--- src/lcd_cfg_pkg.sv ---
// Constants and types for the LCD pin, duty and power configuration block.
// Assumes one 250 MHz clock and word-aligned AHB-Lite register access.
// What this block does
// Pin and duty register resets to zero
// Duty bits pick static, 1/2, 1/3, 1/4
// Static paralleled: commons two to four copy one
// Half paralleled: four copies three, two copies one
// Software leaves unused commons unconnected
// Expansion bit turns pins 40-37 into expansion
// Expansion off, field zero: all pins ports
// Field enables segment groups of eight from top
// Expansion on needs field zero; rest are ports
// Control register resets to 0x80
// Control bit 7 reads one, ignores writes
// Bit 6 switches the drive supply
// Supply off when inactive or in standby
// Activate, display and frame select are read/write
// Clearing activate halts controller, keeps registers
// Display bit zero shows blank data
package lcd_cfg_pkg;
	// Register byte addresses
	localparam logic [11:0] ADDR_PIN_DUTY = 12'h000;
	localparam logic [11:0] ADDR_POWER = 12'h004;
	localparam logic [11:0] ADDR_STATUS = 12'h008;
	// Reset values
	localparam logic [7:0] PIN_DUTY_RESET = 8'h00;
	localparam logic [7:0] POWER_RESET = 8'h80;
	// Pin and duty register fields
	localparam int DUTY_LSB = 6;
	localparam int PAR_BIT = 5;
	localparam int EXP_BIT = 4;
	localparam int GRP_LSB = 0;
	// Power and display register fields
	localparam int RSVD_BIT = 7;
	localparam int SUPPLY_SW_BIT = 6;
	localparam int ACTIVATE_BIT = 5;
	localparam int SHOW_MEM_BIT = 4;
	localparam int FRAME_SEL_LSB = 0;
	// Status register fields
	localparam int ST_SUPPLY = 0;
	localparam int ST_BADCFG = 1;
	localparam int ST_RUN = 2;
	// Geometry
	localparam int SEG_GROUPS = 5;
	localparam int SEG_PINS = 40;
	typedef enum logic [1:0] {
		DUTY_STATIC = 2'b00,
		DUTY_HALF = 2'b01,
		DUTY_THIRD = 2'b10,
		DUTY_QUARTER = 2'b11
	} duty_t;
endpackage

--- src/lcd_pin_if.sv ---
// Carries configuration fields to the pin decoder and decoded pin use back.
// Assumes the decoder is purely combinational.
`timescale 1ns/1ps
interface lcd_pin_if;
	lcd_cfg_pkg::duty_t duty;
	logic parallel;
	logic expansion;
	logic [3:0] group_sel;
	logic [3:0] com_en;
	logic [7:0] com_src;
	logic [2:0] com_count;
	logic [39:0] seg_en;
	logic bad_cfg;
	modport cfg (output duty, parallel, expansion, group_sel,
		input com_en, com_src, com_count, seg_en, bad_cfg);
	modport dec (input duty, parallel, expansion, group_sel,
		output com_en, com_src, com_count, seg_en, bad_cfg);
endinterface

--- src/lcd_pin_decode.sv ---
// Decodes duty, paralleling and segment group fields into pin use.
// Assumes the caller registers the results before they reach pins.
`timescale 1ns/1ps
module lcd_pin_decode (
	lcd_pin_if.dec pin // Fields in, pin use out
);
	logic [2:0] groups;

	// Common routing; com_src gives a 2-bit phase per common, first lowest
	always_comb begin
		pin.com_count = {1'b0, pin.duty} + 3'd1;
		case (pin.duty)
			lcd_cfg_pkg::DUTY_STATIC: begin
				pin.com_en = pin.parallel ? 4'hf : 4'h1;
				pin.com_src = 8'h00;
			end
			lcd_cfg_pkg::DUTY_HALF: begin
				pin.com_en = pin.parallel ? 4'hf : 4'h3;
				pin.com_src = pin.parallel ? 8'h50 : 8'h04;
			end
			lcd_cfg_pkg::DUTY_THIRD: begin
				// Paralleling has no effect, common four stays idle
				pin.com_en = 4'h7;
				pin.com_src = 8'h24;
			end
			default: begin
				pin.com_en = 4'hf;
				pin.com_src = 8'he4;
			end
		endcase
	end

	// Number of top groups in segment use
	always_comb begin
		pin.bad_cfg = pin.expansion && (pin.group_sel != 4'h0);
		if (pin.expansion) begin
			groups = 3'd0;
		end else if (pin.group_sel[3]) begin
			groups = 3'd5;
		end else if (pin.group_sel[2:1] != 2'b00) begin
			groups = {1'b0, pin.group_sel[2:1]} + 3'd1;
		end else begin
			groups = {2'b00, pin.group_sel[0]};
		end
	end

	// Group g covers pins 8g+1 to 8g+8; enabled from the top down
	for (genvar g = 0; g < lcd_cfg_pkg::SEG_GROUPS; g++) begin : g_seg
		assign pin.seg_en[g*8 +: 8] =
			{8{(4'(g) + {1'b0, groups}) >= 4'd5}};
	end
endmodule

--- src/lcd_port_duty_power_control.sv ---
// Register bank for LCD pin use, duty cycle and drive supply control.
// Assumes a single AHB-Lite master and synchronous standby input.
//
// The implementer's own choices: the placing of the registers and the AHB-Lite interface to the registers.
`timescale 1ns/1ps
module lcd_port_duty_power_control (
	input wire logic sys_clk_i, // 250 MHz clock
	input wire logic rst_n_i, // Async reset, active low
	input wire logic hsel_i, // Slave select
	input wire logic [31:0] haddr_i, // Byte address
	input wire logic [1:0] htrans_i, // Transfer type
	input wire logic hwrite_i, // Write when high
	input wire logic [2:0] hsize_i, // Transfer size
	input wire logic hready_i, // Bus ready
	input wire logic [31:0] hwdata_i, // Write data
	output logic [31:0] hrdata_o, // Read data
	output logic hreadyout_o, // Slave ready
	output logic hresp_o, // Always OKAY
	input wire logic standby_i, // Chip in standby
	output logic [3:0] com_en_o, // Common outputs driven
	output logic [7:0] com_src_o, // Phase per common
	output logic [2:0] com_count_o, // Commons in duty
	output logic [39:0] seg_drive_en_o, // Segment pin is driver
	output logic expansion_en_o, // Pins 40-37 expansion
	output logic drive_supply_on_o, // LCD drive supply
	output logic controller_run_o, // Controller operates
	output logic show_memory_o, // Show display memory
	output logic [3:0] frame_clock_sel_o, // Frame clock select
	output logic bad_config_o // Prohibited field use
);
	logic rst_meta_reg;
	logic rst_sync_n;
	logic wr_pend_reg, wr_pend_next;
	logic [11:0] waddr_reg, waddr_next;
	logic [31:0] rdata_reg, rdata_next;
	logic [7:0] pin_reg, pin_next;
	logic [6:0] ctrl_reg, ctrl_next;
	logic accept;
	logic [11:0] aaddr;
	logic supply_next;
	lcd_pin_if pin ();

	// Reset release through two flops; assert stays asynchronous
	always_ff @(posedge sys_clk_i or negedge rst_n_i) begin
		if (!rst_n_i) begin
			rst_meta_reg <= 1'b0;
			rst_sync_n <= 1'b0;
		end else begin
			rst_meta_reg <= 1'b1;
			rst_sync_n <= rst_meta_reg;
		end
	end

	// Address phase capture; data phase of a write lands next cycle
	assign accept = hsel_i && htrans_i[1] && hready_i;
	assign aaddr = {haddr_i[11:2], 2'b00};

	// Register next values from a pending write
	always_comb begin
		pin_next = pin_reg;
		ctrl_next = ctrl_reg;
		if (wr_pend_reg) begin
			case (waddr_reg)
				lcd_cfg_pkg::ADDR_PIN_DUTY: begin
					pin_next = hwdata_i[7:0];
				end
				lcd_cfg_pkg::ADDR_POWER: begin
					// Top bit is not stored, writes to it vanish
					ctrl_next = hwdata_i[6:0];
				end
				default: begin
				end
			endcase
		end
	end

	// Bus state; read data is taken from next values so that a read
	// right behind a write sees the fresh contents
	always_comb begin
		wr_pend_next = accept && hwrite_i;
		waddr_next = accept ? aaddr : waddr_reg;
		rdata_next = rdata_reg;
		if (accept && !hwrite_i) begin
			case (aaddr)
				lcd_cfg_pkg::ADDR_PIN_DUTY: begin
					rdata_next = {24'h000000, pin_next};
				end
				lcd_cfg_pkg::ADDR_POWER: begin
					rdata_next = {24'h000000, 1'b1, ctrl_next};
				end
				lcd_cfg_pkg::ADDR_STATUS: begin
					rdata_next = 32'h00000000;
					rdata_next[lcd_cfg_pkg::ST_SUPPLY] = drive_supply_on_o;
					rdata_next[lcd_cfg_pkg::ST_BADCFG] = bad_config_o;
					rdata_next[lcd_cfg_pkg::ST_RUN] = controller_run_o;
				end
				default: begin
					// Unmapped reads answer zero
					rdata_next = 32'h00000000;
				end
			endcase
		end
	end

	// Bus and register flops; zero wait states, always OKAY
	always_ff @(posedge sys_clk_i or negedge rst_sync_n) begin
		if (!rst_sync_n) begin
			wr_pend_reg <= 1'b0;
			waddr_reg <= 12'h000;
			rdata_reg <= 32'h00000000;
			pin_reg <= lcd_cfg_pkg::PIN_DUTY_RESET;
			ctrl_reg <= lcd_cfg_pkg::POWER_RESET[6:0];
		end else begin
			wr_pend_reg <= wr_pend_next;
			waddr_reg <= waddr_next;
			rdata_reg <= rdata_next;
			pin_reg <= pin_next;
			ctrl_reg <= ctrl_next;
		end
	end

	assign hrdata_o = rdata_reg;
	assign hreadyout_o = rst_sync_n;
	assign hresp_o = 1'b0;

	// Feed the decoder from the stored fields
	assign pin.duty = lcd_cfg_pkg::duty_t'(
		pin_reg[lcd_cfg_pkg::DUTY_LSB +: 2]);
	assign pin.parallel = pin_reg[lcd_cfg_pkg::PAR_BIT];
	assign pin.expansion = pin_reg[lcd_cfg_pkg::EXP_BIT];
	assign pin.group_sel = pin_reg[lcd_cfg_pkg::GRP_LSB +: 4];

	lcd_pin_decode u_decode (
		.pin (pin.dec)
	);

	// Supply needs switch, activate and no standby
	always_comb begin
		supply_next = ctrl_reg[lcd_cfg_pkg::SUPPLY_SW_BIT]
			&& ctrl_reg[lcd_cfg_pkg::ACTIVATE_BIT]
			&& !standby_i;
	end

	// Output flops; halt keeps registers, only the run and supply outputs drop
	always_ff @(posedge sys_clk_i or negedge rst_sync_n) begin
		if (!rst_sync_n) begin
			com_en_o <= 4'h0;
			com_src_o <= 8'h00;
			com_count_o <= 3'h0;
			seg_drive_en_o <= 40'h0000000000;
			expansion_en_o <= 1'b0;
			drive_supply_on_o <= 1'b0;
			controller_run_o <= 1'b0;
			show_memory_o <= 1'b0;
			frame_clock_sel_o <= 4'h0;
			bad_config_o <= 1'b0;
		end else begin
			com_en_o <= pin.com_en;
			com_src_o <= pin.com_src;
			com_count_o <= pin.com_count;
			seg_drive_en_o <= pin.seg_en;
			expansion_en_o <= pin.expansion;
			drive_supply_on_o <= supply_next;
			controller_run_o <= ctrl_reg[lcd_cfg_pkg::ACTIVATE_BIT];
			show_memory_o <= ctrl_reg[lcd_cfg_pkg::SHOW_MEM_BIT];
			frame_clock_sel_o <= ctrl_reg[lcd_cfg_pkg::FRAME_SEL_LSB +: 4];
			bad_config_o <= pin.bad_cfg;
		end
	end
endmodule

--- config.mk ---
export PLATFORM = sky130hd
export DESIGN_NAME = lcd_port_duty_power_control
export DESIGN_NICKNAME = d
export VERILOG_FILES = /design/src/lcd_cfg_pkg.sv /design/src/lcd_pin_if.sv /design/src/lcd_pin_decode.sv /design/src/lcd_port_duty_power_control.sv
export SDC_FILE = /design/constraint.sdc
export NUM_CORES = 1
export LEC_CHECK = 0
export ABC_AREA = 1
export ABC_CLOCK_PERIOD_IN_PS = 2300
export BUFFER_PORTS_ARGS = -buffer_cell sky130_fd_sc_hd__buf_2
export CAP_MARGIN = 10
export CORE_MARGIN = 4
export CORE_UTILIZATION = 45
export DETAILED_ROUTE_END_ITERATION = 8
export HOLD_SLACK_MARGIN = 0.03
export PLACE_DENSITY = 0.92
export SLEW_MARGIN = 25
export SYNTH_ARGS = -nofsm -noshare
export SYNTH_HDL_FRONTEND = slang
export SYNTH_SLANG_ARGS = --single-unit
--- constraint.sdc ---
create_clock -name sys_clk_i -period 2.3 [get_ports sys_clk_i]
set_input_delay 0.115 -clock sys_clk_i [delete_from_list [all_inputs] [get_ports sys_clk_i]]
set_output_delay 0.115 -clock sys_clk_i [all_outputs]
set_load 0.05 [all_outputs]
==> results_dict.tcl <==
set metrics [dict create \
    drc_errors 0 \
    via_count 2287 \
    fin_ws_ps 699 \
    cp_slowest_cell "dfrtp_1" \
    relSlewSlack 0.507 \
    cts_tree "yes" \
    critPathMaxFanout 4 \
    cts.clk_slew.worst_paths_ps 60 \
    path_cells "ha_1, o21ai_0, inv_1, ha_1, o21bai_1" \
    post-place-ws_ps 709 \
    worstSetupPathType "reg -> reg" \
    drv_slew 0 \
    r2r_cells 5 \
    ys.warnings.count 0 \
    grt_antenna_before_repair 0 \
    total_power_mw 3.33 \
    std_cell_rows 30 \
    max_stage_delay_ps 400 \
    synth_cell_types 29 \
    endpoint_kind "flop" \
    max_cap_viol_count 0 \
    worstSetupStartpoint "pin_reg[1]$_DFF_PN0_" \
    r2r_start "pin_reg[1]$_DFF_PN0_" \
    htree_levels 3 \
    clkLatencyLatePin_ps 330 \
    drtIter0Drc 90 \
    syn2layout_area_growth_pct 12.0 \
    fin_crit_ps 1600 \
    vias_per_cell 4.45 \
    fillers 621 \
    p_leak_nw 2.14 \
    drt_pass1_iterations 4 \
    postLayoutCoreUtil 0.521 \
    grt_pass1_wl_mm 10.0 \
    crit_path_frequent_cell "ha_1" \
    seq_area_frac_synth 0.483 \
    ios 173 \
    synth_edf_count 0 \
    cp_num_cells 5 \
    worst_pin_slew_ps 739 \
    fin_crit_sh 0.696 \
    fmax_ghz 0.624 \
    largest_reg_flops 10 \
    cts_made_buffers 9 \
    synthCells 343 \
    ant_nets 0 \
    min_from "haddr_i[7]" \
    final-setup-viol-count 0 \
    grt_pass1_vias 2231 \
    grt_max_degree 60 \
    ys.flop_type "dfrtp_1" \
    layout-drive-gt1-share 0.311 \
    min_path_cells 3 \
    post-place-cells 494 \
    synthArstFlopShare 1.00 \
    outcome "completed" \
    stdcell_count 514 \
    die_w_um 91.8 \
    syn_area_um2 3160 \
    fin_setup_tns_ps 0 \
    cts_buffer_depth 2 \
    wl_per_cell_um 12.2 \
    initial_core_util 0.465 \
    stdcell_area_um2 3540 \
    arrival_ps 1790 \
    die-area_um2 8430 \
    fin_worst_skew_ps 5.62 \
    ys_seq_elements 61 \
    startpoint_type "flop" \
    clock-sinks 61 \
    postCtsSetupRepairBufs 0 \
    drt_wl_total_mm 6.29 \
    numPortBuffers 94 \
    rsz0062_at_grt "false" \
    crit_family "compound AO/OA/AOI/OAI gates" \
    cp.required_ps 2490 \
    placed_area_um2 3340 \
    overflow 0 \
    fin_hold_ws_ps 41.4 \
    layout.nets 496 \
    diodes 0 \
    hold_class "in -> reg" \
    hold_viol_final 0 \
    ir_worst_vdd_mv 0.279 \
    power.density_nw_per_um2 941 \
    grt_use_total 0.152 \
    place.gp.congestion 0.810 \
    coreArea_um2 6790 \
    crit_buf_inv 1 \
    cts_root_buf "clkbuf_8" \
    avgSynthCellArea_um2 9.21 \
    die_h_um 91.8 \
    post-dp-hpwl_mm 4.83 \
]
==> Yosys cell counts, types with 4 or more instances <==
| cell type | instances | area (um2) |
|---|---|---|
| and2_1 | 14 | 87.6 |
| dfrtp_1 | 61 | 1530 |
| inv_1 | 36 | 135 |
| nand3_1 | 40 | 200 |
| ha_1 | 8 | 100 |
| nand2_1 | 57 | 214 |
| inv_2 | 5 | 18.8 |
| nand2_2 | 4 | 25.0 |
| nor2_4 | 4 | 45.0 |
| nor2_1 | 9 | 33.8 |
| o21ai_0 | 13 | 65.1 |
| buf_4 | 64 | 480 |
==> cells in the final DEF, fill, tap and decap left out, types with 2 or more instances in the layout <==
| cell | n |
|---|---|
| o211ai_1 | 2 |
| conb_1 | 30 |
| a41oi_1 | 2 |
| a21oi_1 | 3 |
| nor2_2 | 3 |
| clkbuf_8 | 10 |
| and2_1 | 14 |
| nand3_1 | 40 |
| clkinv_2 | 2 |
| inv_2 | 5 |
| nand2_1 | 57 |
| dlygate4sd3_1 | 4 |
| nor2_4 | 4 |
| o21ai_0 | 13 |
| ha_1 | 8 |
| nor2_1 | 9 |
| nor3_1 | 2 |
| dfrtp_1 | 60 |
| clkbuf_1 | 4 |
| buf_2 | 94 |
| inv_1 | 36 |
| nand2_2 | 4 |
| nand2_4 | 2 |
==> what timing repair did <==
item,4_1_cts,5_1_grt
hold buffers,4,0
gates resized for setup,0,0
hold endpoints to repair,5,0
==> layout make-up <==
cell class              instances  area [um2]  area share
well taps                      96         120      0.0339
flip-flops and latches         61        1530       0.432
repair buffers                 99         518       0.146
inverters                      41         154      0.0435
clock inverters                 2        10.0     0.00283
clock buffers                  14         153      0.0431
multi-input cells             201        1060       0.299
==> report_power, final <==
| part | switching, mW | leakage [nW] | internal, mW |
|---|---|---|---|
| Combinational | 0.999 | 1.25 | 0.233 |
| Sequential | 0.0832 | 0.806 | 1.22 |
| Clock | 0.376 | 0.0844 | 0.418 |
==> per-layer routing <==
metal	track usage	wire [um]
met1	0.173	2450
met2	0.249	3000
met3	0.0582	684
met4	0.0743	157
met5	0	0
==> cells by family after synthesis <==
group	Yosys count	synth area share
and+or+nand+nor	140	0.224
buffers and inverters	109	0.216
DFF	61	0.483
AOI/OAI and AO/OA	23	0.0432
adders and majority gates	8	0.0317
other	2	0.00238
==> path summary, 6_finish.rpt <==
path	end	slack (ps)
setup / recovery	seg_drive_en_o[7]$_DFF_PN0_	700
hold / removal	waddr_reg[7]$_DFFE_PN0P_	40
setup reg to reg	seg_drive_en_o[7]$_DFF_PN0_	700
hold reg to reg	hreadyout_o$_DFF_PN0_	350
max in group asynchronous	seg_drive_en_o[32]$_DFF_PN0_	1350
min in group asynchronous	hreadyout_o$_DFF_PN0_	100
==> worst register-to-register path: cells and delay by family (launching register included) <==
kind / cells / cell delay [ps]
buffers and inverters: 1 / 140
DFF: 1 / 400
AOI/OAI and AO/OA: 2 / 510
adders and majority gates: 2 / 420
Note: power is estimated with default switching activity, not from simulation.
